<file path="src/design/burst_port_pkg.sv">
package burst_port_pkg;

    localparam int unsigned ADDR_W = 8;
    localparam int unsigned DATA_W = 32;
    localparam int unsigned REG_W  = 16;

    // Register byte offsets.
    localparam logic [7:0] OFS_CONTROL_ONE    = 8'h00;
    localparam logic [7:0] OFS_CONTROL_TWO    = 8'h04;
    localparam logic [7:0] OFS_IRQ_DMA_ENABLE = 8'h0C;
    localparam logic [7:0] OFS_STATUS_FLAGS   = 8'h10;
    localparam logic [7:0] OFS_EVENT_GENERATE = 8'h14;
    localparam logic [7:0] OFS_CHANNEL_MODE   = 8'h18;
    localparam logic [7:0] OFS_CHANNEL_EN_POL = 8'h20;
    localparam logic [7:0] OFS_COUNTER_VALUE  = 8'h24;
    localparam logic [7:0] OFS_CLOCK_DIVIDER  = 8'h28;
    localparam logic [7:0] OFS_RELOAD_VALUE   = 8'h2C;
    localparam logic [7:0] OFS_REPETITION     = 8'h30;
    localparam logic [7:0] OFS_COMPARE_VALUE  = 8'h34;
    localparam logic [7:0] OFS_BREAK_DEADTIME = 8'h44;
    localparam logic [7:0] OFS_BURST_CONTROL  = 8'h48;
    localparam logic [7:0] OFS_BURST_WINDOW   = 8'h4C;

    // Number of word slots in the register space.
    localparam int unsigned NUM_SLOTS = 20;

    // Reset value shared by every register.
    localparam logic [15:0] REG_RESET = 16'h0000;

    // Writable masks; MASK_CHAN_MODE_OUT is the output-compare read mask.
    localparam logic [15:0] MASK_CONTROL_ONE    = 16'h038F;
    localparam logic [15:0] MASK_CONTROL_TWO    = 16'h030D;
    localparam logic [15:0] MASK_IRQ_DMA_ENABLE = 16'h0383;
    localparam logic [15:0] MASK_STATUS_FLAGS   = 16'h0283;
    localparam logic [15:0] MASK_CHANNEL_MODE   = 16'h00FF;
    localparam logic [15:0] MASK_CHAN_MODE_OUT  = 16'h007F;
    localparam logic [15:0] MASK_CHANNEL_EN_POL = 16'h000F;
    localparam logic [15:0] MASK_REPETITION     = 16'h00FF;
    localparam logic [15:0] MASK_BURST_CONTROL  = 16'h1F1F;
    localparam logic [15:0] MASK_FULL           = 16'hFFFF;

    // Field positions.
    localparam int unsigned UPD_DMA_EN_BIT = 8;
    localparam int unsigned UPD_FLAG_BIT   = 0;
    localparam int unsigned UPD_GEN_BIT    = 0;
    localparam int unsigned BASE_OFS_LSB   = 0;
    localparam int unsigned LEN_CODE_LSB   = 8;
    localparam int unsigned BURST_FLD_W    = 5;
    localparam int unsigned CHAN_DIR_LSB   = 0;

    // Largest burst length code: eighteen transfers.
    localparam logic [4:0] BURST_LEN_MAX = 5'h11;

    // Channel direction codes.
    localparam logic [1:0] CHAN_DIR_OUT = 2'h0;

    // Wait states before pready.
    localparam int unsigned APB_WAIT = 0;

endpackage : burst_port_pkg

</file>
<file path="src/design/burst_sequencer.sv">
`timescale 1ns/1ps
module burst_sequencer
    import burst_port_pkg::*;
#(
    parameter int unsigned FLD_W = BURST_FLD_W
)
(
    // Clock and reset.
    input  wire logic             clk_i,
    input  wire logic             sys_rst_i,
    // Control.
    input  wire logic             update_evt_i,
    input  wire logic             dma_en_i,
    input  wire logic [FLD_W-1:0] burst_length_i,
    input  wire logic             window_xfer_i,
    // State.
    output logic      [FLD_W-1:0] burst_index_o,
    output logic                  dma_req_o
);

    if (FLD_W < 5)
    begin : g_bad_width
        $error("burst_sequencer needs at least 5 index bits");
    end

    typedef enum logic [0:0] {SEQ_IDLE, SEQ_BURST} seq_state_t;

    seq_state_t       state_ff;
    seq_state_t       nxt_state;
    logic [FLD_W-1:0] index_ff;
    logic [FLD_W-1:0] nxt_index;
    logic [FLD_W-1:0] last_code;

    // Codes past the largest supported length are held to eighteen.
    assign last_code = (burst_length_i > FLD_W'(BURST_LEN_MAX))
                     ? FLD_W'(BURST_LEN_MAX)
                     : burst_length_i;

    always_comb
    begin
        nxt_state = state_ff;
        nxt_index = index_ff;
        case (state_ff)
            SEQ_IDLE:
            begin
                // gated request
                if (update_evt_i && dma_en_i)
                begin
                    // fresh burst
                    nxt_state = SEQ_BURST;
                    nxt_index = '0;
                end
            end
            SEQ_BURST:
            begin
                if (window_xfer_i)
                begin
                    // length minus one
                    if (index_ff >= last_code)
                    begin
                        // burst end
                        nxt_state = SEQ_IDLE;
                        nxt_index = '0;
                    end
                    else
                    begin
                        // index advance
                        nxt_index = index_ff + 1'b1;
                    end
                end
            end
            default:
            begin
                nxt_state = SEQ_IDLE;
                nxt_index = '0;
            end
        endcase
    end

    always_ff @(posedge clk_i)
    begin
        if (sys_rst_i)
        begin
            state_ff <= SEQ_IDLE;
            index_ff <= '0;
        end
        else
        begin
            state_ff <= nxt_state;
            index_ff <= nxt_index;
        end
    end

    assign burst_index_o = index_ff;
    assign dma_req_o     = (state_ff == SEQ_BURST);

endmodule // burst_sequencer

</file>
<file path="src/design/timer_dma_burst_register_port.sv">
// Operation
// Window access reaches control_one plus base plus index.
// Index advances per transfer, bounded by burst length.
// Window data is 16 bits, reads zero after reset.
// Each update request runs one full burst from base.
// Request issued on update only when update DMA enable set.
// DMA uses window as fixed peripheral address, RAM as memory.
// DMA moves half-words, non-circular, count length times updates.
// All registers 16-bit; upper bits read zero.
// Channel mode read as output-compare or input-capture by direction.
// Base 0xE, length 3, enable request, timer, then channel.
// Length code is transfers minus one, max code eighteen transfers.
// Base counts registers from control_one.
// Redirected address is control_one plus four times base plus index.
// After last transfer, index returns to zero, request withdrawn.
`timescale 1ns/1ps
module timer_dma_burst_register_port
    import burst_port_pkg::*;
(
    // Clock and reset.
    input  wire logic              clk_i,
    input  wire logic              sys_rst_i,
    // APB slave.
    input  wire logic              psel_i,
    input  wire logic              penable_i,
    input  wire logic              pwrite_i,
    input  wire logic [ADDR_W-1:0] paddr_i,
    input  wire logic [DATA_W-1:0] pwdata_i,
    output logic      [DATA_W-1:0] prdata_o,
    output logic                   pready_o,
    output logic                   pslverr_o,
    // DMA controller side.
    input  wire logic              dma_ack_i,
    output logic                   dma_req_o,
    // Timer core side.
    input  wire logic              update_evt_i,
    output logic                   output_compare_mode_o,
    output logic      [REG_W-1:0]  compare_value_o
);

    ////////////////////////////////////////////////////////////////////////////////

    logic [REG_W-1:0]       regs_ff [NUM_SLOTS];
    logic [BURST_FLD_W-1:0] burst_index;
    logic                   access;
    logic                   is_window;
    logic [ADDR_W-1:0]      eff_addr;
    logic [4:0]             eff_slot;
    logic                   eff_valid;
    logic [REG_W-1:0]       wmask;
    logic [REG_W-1:0]       rd_val;
    logic                   ug_write;
    logic                   update_evt_sync;
    logic                   update_all;
    logic [BURST_FLD_W:0]   slot_sum;
    logic [REG_W-1:0]       burst_ctrl;
    logic [REG_W-1:0]       chan_mode;

    assign access    = psel_i && penable_i;
    assign is_window = (paddr_i == OFS_BURST_WINDOW);
    // base and length
    assign burst_ctrl = regs_ff[OFS_BURST_CONTROL[6:2]];
    assign chan_mode  = regs_ff[OFS_CHANNEL_MODE[6:2]];

    // register count base
    // four bytes per slot
    assign slot_sum = {1'b0, burst_ctrl[BASE_OFS_LSB +: BURST_FLD_W]}
                    + {1'b0, burst_index};

    // window redirect
    assign eff_addr = is_window
                    ? (OFS_CONTROL_ONE + {slot_sum[ADDR_W-3:0], 2'b00})
                    : paddr_i;
    assign eff_slot  = eff_addr[6:2];

    // Holes and the window itself are not real storage.
    always_comb
    begin
        case (eff_addr)
            OFS_CONTROL_ONE, OFS_CONTROL_TWO, OFS_IRQ_DMA_ENABLE, OFS_STATUS_FLAGS,
            OFS_EVENT_GENERATE, OFS_CHANNEL_MODE, OFS_CHANNEL_EN_POL,
            OFS_COUNTER_VALUE, OFS_CLOCK_DIVIDER, OFS_RELOAD_VALUE, OFS_REPETITION,
            OFS_COMPARE_VALUE, OFS_BREAK_DEADTIME, OFS_BURST_CONTROL:
                eff_valid = (eff_addr[1:0] == 2'b00);
            default:
                eff_valid = 1'b0;
        endcase
    end

    always_comb
    begin
        case (eff_addr)
            OFS_CONTROL_ONE:    wmask = MASK_CONTROL_ONE;
            OFS_CONTROL_TWO:    wmask = MASK_CONTROL_TWO;
            OFS_IRQ_DMA_ENABLE: wmask = MASK_IRQ_DMA_ENABLE;
            OFS_STATUS_FLAGS:   wmask = MASK_STATUS_FLAGS;
            OFS_EVENT_GENERATE: wmask = '0;
            OFS_CHANNEL_MODE:   wmask = MASK_CHANNEL_MODE;
            OFS_CHANNEL_EN_POL: wmask = MASK_CHANNEL_EN_POL;
            OFS_REPETITION:     wmask = MASK_REPETITION;
            OFS_BURST_CONTROL:  wmask = MASK_BURST_CONTROL;
            default:            wmask = MASK_FULL;
        endcase
    end

    ////////////////////////////////////////////////////////////////////////////////

    // The update input comes from the same clock but is registered once so the
    // burst start and the status flag see one aligned event.
    always_ff @(posedge clk_i)
    begin
        if (sys_rst_i)
            update_evt_sync <= 1'b0;
        else
            update_evt_sync <= update_evt_i;
    end

    assign ug_write   = access && pwrite_i && eff_valid
                     && (eff_addr == OFS_EVENT_GENERATE) && pwdata_i[UPD_GEN_BIT];
    assign update_all = update_evt_sync || ug_write;

    burst_sequencer #(
        .FLD_W (BURST_FLD_W)
    ) u_seq (
        .clk_i          (clk_i),
        .sys_rst_i      (sys_rst_i),
        .update_evt_i   (update_all),
        .dma_en_i       (regs_ff[OFS_IRQ_DMA_ENABLE[6:2]][UPD_DMA_EN_BIT]),
        .burst_length_i (burst_ctrl[LEN_CODE_LSB +: BURST_FLD_W]),
        .window_xfer_i  (access && is_window && dma_ack_i),
        .burst_index_o  (burst_index),
        .dma_req_o      (dma_req_o)
    );

    ////////////////////////////////////////////////////////////////////////////////

    // sixteen bit storage
    always_ff @(posedge clk_i)
    begin
        if (sys_rst_i)
        begin
            for (int i = 0; i < NUM_SLOTS; i++)
                regs_ff[i] <= REG_RESET;
        end
        else
        begin
            if (access && pwrite_i && eff_valid)
            begin
                if (eff_addr == OFS_STATUS_FLAGS)
                    regs_ff[eff_slot] <= regs_ff[eff_slot] & (pwdata_i[REG_W-1:0] | ~wmask);
                else
                    regs_ff[eff_slot] <= (regs_ff[eff_slot] & ~wmask)
                                       | (pwdata_i[REG_W-1:0] & wmask);
            end
            // Hardware set wins over a software clear in the same cycle.
            if (update_all)
                regs_ff[OFS_STATUS_FLAGS[6:2]][UPD_FLAG_BIT] <= 1'b1;
        end
    end

    ////////////////////////////////////////////////////////////////////////////////

    always_comb
    begin
        rd_val = '0;
        if (eff_valid && (eff_addr != OFS_EVENT_GENERATE))
        begin
            rd_val = regs_ff[eff_slot];
            // direction picks layout
            // Bit 7 has no meaning in the output-compare layout and reads zero.
            if ((eff_addr == OFS_CHANNEL_MODE)
                && (chan_mode[CHAN_DIR_LSB +: 2] == CHAN_DIR_OUT))
                rd_val = chan_mode & MASK_CHAN_MODE_OUT;
        end
    end

    // window field
    always_ff @(posedge clk_i)
    begin
        if (sys_rst_i)
            prdata_o <= '0;
        else if (psel_i && !penable_i && !pwrite_i)
            prdata_o <= {{(DATA_W-REG_W){1'b0}}, rd_val};
    end

    assign pready_o  = 1'b1;
    assign pslverr_o = access && !eff_valid;

    assign output_compare_mode_o = (chan_mode[CHAN_DIR_LSB +: 2] == CHAN_DIR_OUT);
    assign compare_value_o       = regs_ff[OFS_COMPARE_VALUE[6:2]];

endmodule // timer_dma_burst_register_port

</file>
<file path="config.mk">
export PLATFORM = sky130hd
export DESIGN_NAME = timer_dma_burst_register_port
export DESIGN_NICKNAME = d
export VERILOG_FILES = /design/src/design/burst_port_pkg.sv /design/src/design/burst_sequencer.sv /design/src/design/timer_dma_burst_register_port.sv
export SDC_FILE = /design/constraint.sdc
export NUM_CORES = 1
export LEC_CHECK = 0
export BUFFER_PORTS_ARGS = -buffer_cell sky130_fd_sc_hd__buf_4
export CAP_MARGIN = 5
export CORE_MARGIN = 10
export CORE_UTILIZATION = 56
export DETAILED_ROUTE_END_ITERATION = 6
export PLACE_DENSITY = 0.71
export SKIP_LAST_GASP = 1
export SLEW_MARGIN = 20
export SYNTH_ARGS = -nofsm -noshare
export SYNTH_HDL_FRONTEND = slang
export SYNTH_SLANG_ARGS = --single-unit
</file>
<file path="constraint.sdc">
create_clock -name clk_i -period 4.5 [get_ports clk_i]
set_input_delay 0.675 -clock clk_i [delete_from_list [all_inputs] [get_ports clk_i]]
set_output_delay 0.675 -clock clk_i [all_outputs]
set_load 0.05 [all_outputs]
</file>
==> impl_metrics.toml, run 1 <==
[clock_network]
cts_num_sinks = 535
hold_buffers = 0
cts_tree = "yes"
htree_levels = 2
numCtsBuffers = 53
clk_latency_ns = 0.62
root_buffer = "clkbuf_16"
cts.path.max_buffers = 3
clk_pin_slew_ns = 0.06

[global_route]
grt-ovfl-total = 0
grt_max_degree = 54
use_met3_pct = 5.39
use_met1_pct = 35.1
first_global_vias = 15900
grt_antenna_before_repair = 1
grt_pass1_wl_microns = 98400
grtUsageTotal_pct = 25.8
gr-max-usage-layer = "met2"
use_met2_pct = 40.2

[synth]
ys_seq_elements = 535
synth_edf_count = 511
yosys.area.top_type = "edfxtp_1"
synthAdderAreaFrac_pct = 0.659
synth-compound-area-share_pct = 9.16
synth_top_family_by_area = "simple AND/OR/NAND/NOR gates"
syn-instance-count = 1709
ys_warn_count = 0
ys_seq_area_share_pct = 66.1
synth_area_per_cell_sq_um = 14.0
syn_area_sq_um = 23900
synthXorXnorAreaFrac_pct = 0.183
synthFlopType = "edfxtp_1"
synthMuxAreaShare_pct = 10.1
synth_area_leaders = "edfxtp_1 64%, mux4_2 5.3%, mux2i_1 4.6%, nand2_1 2.6%, dfxtp_1 2.0%"
yosys.area.top_type_share_pct = 64.1
synthSimpleGateAreaFrac_pct = 10.3
synth-async-reset-ratio_pct = 0
ys_types = 86

[cells_and_area]
final_cell_mix = "511 x edfxtp_1, 305 x conb_1, 177 x buf_4"
fin_cells = 2698
layout.cells.most_common = "edfxtp_1"
layout-drive-gt1-share_pct = 17.2
fin_area_sq_um = 28600
nets = 2176
syn2layout_area_growth_pct = 19.4

[routing]
vias = 16200
drtAntennaViolNets = 0
drtIter0Drc = 2217
drc_errors = 0
drt-pass1-iter-count = 5
routed_wl_microns = 66100
wl_per_cell_microns = 24.5
drt-vias-per-instance = 6.01

[die]
coreArea_sq_um = 42100
dieArea_sq_um = 51400
die_x_microns = 227
num_rows = 75
start_util_pct = 56.8
io_pins = 99
die_h_microns = 227

[sta]
finalCriticalPeriod_ns = 4.47
finalMaxSlewViolations = 0
worst_slew_pin_slew_ns = 1.06
setup_violations = 0
slew_headroom_pct = 28.4
clock.fmax_mhz = 224
skew_ns = 0.0238
rsz0062_at_grt = "true"
fin_setup_tns_ns = 0
finalCritPeriodShare_pct = 99.4
hold_viol_final = 0

[placement]
dp_hpwl_microns = 43400
numPortBuffers = 65
post_dp_cell_area_sq_um = 26800
place_inst = 2593
place_congestion = 0.910

[min_path]
min_path_type = "in2reg"

[critical_path]
required_ns = 3.83
worstPathMaxFanout = 18
crit_arrival_ns = 3.80
path_class = "reg2out"
critPathLaunchType = "register"
endpoint_kind = "output pin"

[power]
p_leak_nw = 11.2
power_density_nw_per_um2 = 395
peakVddDrop_uv = 289

[run_status]
outcome = "finished, final reports clean"

[run]
cap_violations = 0
cells by family (layout without fill, tap and decap cells):
group | Yosys count | count (layout)
xor+xnor | 5 | 5
flops | 535 | 535
fa+ha+maj | 12 | 12
compound gates | 292 | 292
other cells | 2 | 306
simple gates | 513 | 513
buf+inv | 179 | 325
mux | 171 | 171
through the flow:
step | power (mW) | util [%] | setup slack, ns | hold WS, ns
after floorplan | 6.64 | - | 0.318 | 0.469
after detailed placement | 7.09 | 63.6 | 0.0940 | 0.449
after global routing | 11.6 | 67.8 | -0.0578 | 0.294
after global placement | 7.05 | 63.6 | 0.232 | 0.442
final | 11.3 | 67.8 | 0.0274 | 0.286
after CTS | 11.3 | 67.6 | 0.00976 | 0.262
cell usage after synthesis (5+ instances only):
master	n
ha_1	11
and2_1	71
o21ai_1	8
buf_4	23
a22oi_1	14
nand2_1	165
a211oi_1	30
o32a_1	5
a211o_1	5
a21oi_1	70
nor2_1	120
a32o_1	6
buf_2	56
o21a_1	5
a311oi_1	10
inv_1	28
nand3_1	53
o211ai_1	26
clkbuf_1	63
o21ai_0	16
mux2i_1	109
o211a_1	26
nand4_1	10
o22ai_1	6
a21o_1	5
or2_2	5
or3_1	14
a311o_1	8
buf_1	9
nor3_1	44
edfxtp_1	511
mux4_2	56
o31ai_1	7
mux2_2	6
dfxtp_1	24
worst max-delay path, cell delays in order, from the launching register on:
cell and delay [ns]:
edfxtp_1 0.42, ha_2 0.22, fa_2 0.46, or4b_4 0.59, o21ai_4 0.19, buf_12 0.21
o22ai_2 0.15, a211o_1 0.38, buf_12 0.17, a21oi_1 0.16, buf_4 0.22
flip-flops by register name (all words and copies together), names as in the netlist:
register	cells
u_seq.burst_index_o	5
u_seq.dma_req_o	1
prdata_o	16
regs_ff	512
update_evt_sync	1
worst paths after layout:
| check | from | endpoint | slack (ns) | cells after the start |
|---|---|---|---|---|
| setup reg to reg | regs_ff[18][0] | regs_ff[29][10] | 0.24 | 12 |
| hold / removal | update_evt_i | update_evt_sync | 0.29 | 2 |
| setup / recovery | regs_ff[18][0] | pslverr_o | 0.03 | 10 |
| hold reg to reg | prdata_o[4] | prdata_o[4] | 0.45 | 2 |
layout make-up:
class	instances	area, sq um
flip-flops and latches	535	15800
inverters	28	105
clock inverters	27	243
well taps	539	674
clock buffers	69	1410
diodes	1	2.50
multi-input cells	1298	8530
repair buffers	201	1800
fillers	3029	13600
report_power, final:
group          switching [mW]  total, mW  internal (mW)
Clock                    1.84       4.27           2.43
Combinational           0.752       1.15          0.396
Sequential             0.0855       5.88           5.80
metal layers:
| layer | vias up | routed length (microns) |
|---|---|---|
| li1 | 7060 | - |
| met1 | 7992 | 25000 |
| met2 | 1006 | 30800 |
| met3 | 163 | 7830 |
| met4 | 0 | 2370 |
| met5 | - | 0 |
what timing repair did:
action | in CTS | in global routing
setup endpoints to repair | 1 | 49
pin swaps | 1 | 5
cloned | 0 | 2
setup buffers | 3 | 3
gates resized for setup | 4 | 6
No activity file was read; power rests on OpenSTA's default activity.
==> run 2, diff against run 1 <==
- CORE_MARGIN: 10 -> default
- CORE_UTILIZATION: 56 -> 55
- PLACE_DENSITY: 0.71 -> 0.7
==> run 2 against run 1 <==
The run now ends with DRC left. Non-clock buffer count grew 10. Die area is 14% lower. Wire length fell by 3.8%. Total power grew 0.76%. Cell count increased by 2.3%. Cell area rose by 0.49%. Critical endpoint unchanged. Hold slack worse by 0.00083 ns. Largest cell class unchanged. Critical path type unchanged. Critical path depth rose by 1. Maximum frequency increased by 0.76%. Clock power grew 2%.
==> impl_metrics.toml, run 2 (same netlist as run 1, synthesis figures left out) <==
[clock_network]
cts_num_sinks = 535
cts.path.max_buffers = 3
clk_latency_ns = 0.61
htree_levels = 2
cts_tree = "yes"
numCtsBuffers = 54
hold_buffers = 0
root_buffer = "clkbuf_16"
clk_pin_slew_ns = 0.06

[cells_and_area]
nets = 2187
fillers = 3199
top_register = "regs_ff"
layout.cells.most_common = "edfxtp_1"
final_cell_mix = "511 x edfxtp_1, 305 x conb_1, 194 x buf_4"
layout-drive-gt1-share_pct = 18.0
fin_cells = 2759
largest_register_ffs = 512
syn2layout_area_growth_pct = 20.0

[placement]
numPortBuffers = 65
dp_hpwl_microns = 42300
place_congestion = 0.939
place_inst = 2649

[routing]
drtIter0Drc = 1915
drc_errors = 4
drt-vias-per-instance = 5.81
wl_per_cell_microns = 23.0
drtAntennaViolNets = 0
routed_wl_microns = 63600
vias = 16000
drt-pass1-iter-count = 7

[power]
peakVddDrop_uv = 291
p_leak_nw = 11.3
power_density_nw_per_um2 = 396

[critical_path]
worstPathMaxFanout = 4
endpoint_kind = "output pin"
required_ns = 3.83
critPathLaunchType = "register"
path_class = "reg2out"
crit_arrival_ns = 3.76

[run_status]
outcome = "finished with violations"
violations = "DRC"

[global_route]
grt-ovfl-total = 0
grt_pass1_wl_microns = 94300
grtUsageTotal_pct = 29.2
first_global_vias = 15700
grt_max_degree = 56
grt_antenna_before_repair = 0

[sta]
finalMaxSlewViolations = 0
skew_ns = 0.0185
slew_headroom_pct = 26.2
finalCriticalPeriod_ns = 4.44
worst_slew_pin_slew_ns = 1.10
setup_violations = 0
finalCritPeriodShare_pct = 98.6
clock.fmax_mhz = 225
hold_slack_ns = 0.285
fin_setup_tns_ns = 0
hold_viol_final = 0

[die]
io_pins = 99
num_rows = 76
die_x_microns = 211
coreArea_sq_um = 43000
die_h_microns = 211
dieArea_sq_um = 44300
start_util_pct = 55.7

[run]
cap_violations = 0

[min_path]
min_path_type = "in2reg"
[run 2: what timing repair did]
action                     4_1_cts  5_1_grt
pin swaps                        3        4
gates resized for setup          1       12
buffers inserted                 4        3
setup endpoints to repair        1       96
cloned                           1        0
[run 2: worst paths after layout]
path,from,end,slack [ns],depth (start not counted)
worst max-delay path,regs_ff[18][0],pslverr_o,0.06,11
worst min-delay path,update_evt_i,update_evt_sync,0.29,2
worst max register to register,regs_ff[18][0],regs_ff[25][5],0.15,11
worst min register to register,prdata_o[9],prdata_o[9],0.45,2
[run 2: area by class of cell]
cell class | count | area [sq um] | area share (%)
clock buffers | 68 | 1430 | 4.96
inverters | 28 | 105 | 0.366
clock inverters | 33 | 280 | 0.976
multi-input cells | 1298 | 8550 | 29.8
well taps | 585 | 732 | 2.55
flip-flops and latches | 535 | 15800 | 55.1
diodes | 1 | 2.50 | 0.00871
repair buffers | 211 | 1800 | 6.28
[run 2: worst max-delay path: stages, from the launching register on]
cell and delay [ns]:
edfxtp_1 0.45, ha_2 0.23, fa_2 0.39, a211o_1 0.29, a211o_1 0.31, o221ai_4 0.24, mux2i_1 0.25, o22ai_2 0.14
a211o_1 0.33, buf_4 0.16, a21oi_1 0.15, buf_4 0.22
[run 2: layer usage]
layer	part of all wire, %	vias to the layer above	GRT usage, %
met4	3.5	0	10.9
li1	-	7102	-
met1	39	7906	39.2
met5	0	-	0
met3	11	148	6.94
met2	47	863	46.5
[run 2: stage by stage]
stage          utilization [%]  setup slack, ns  instance area [sq um]  total power [mW]
2_1_floorplan                -            0.318                  25100              6.64
3_3_place_gp              62.4            0.218                  26800              7.05
3_5_place_dp              62.4            0.180                  26800              7.08
4_1_cts                   66.6          0.00277                  28600              11.4
5_1_grt                   66.8          -0.0532                  28700              11.7
6_report                  66.8           0.0611                  28700              11.4
[run 2: report_power, final]
part / internal (mW) / switching (mW)
Combinational: 0.397 / 0.749
Clock: 2.52 / 1.84
Sequential: 5.80 / 0.0838
Total: 8.71 / 2.67
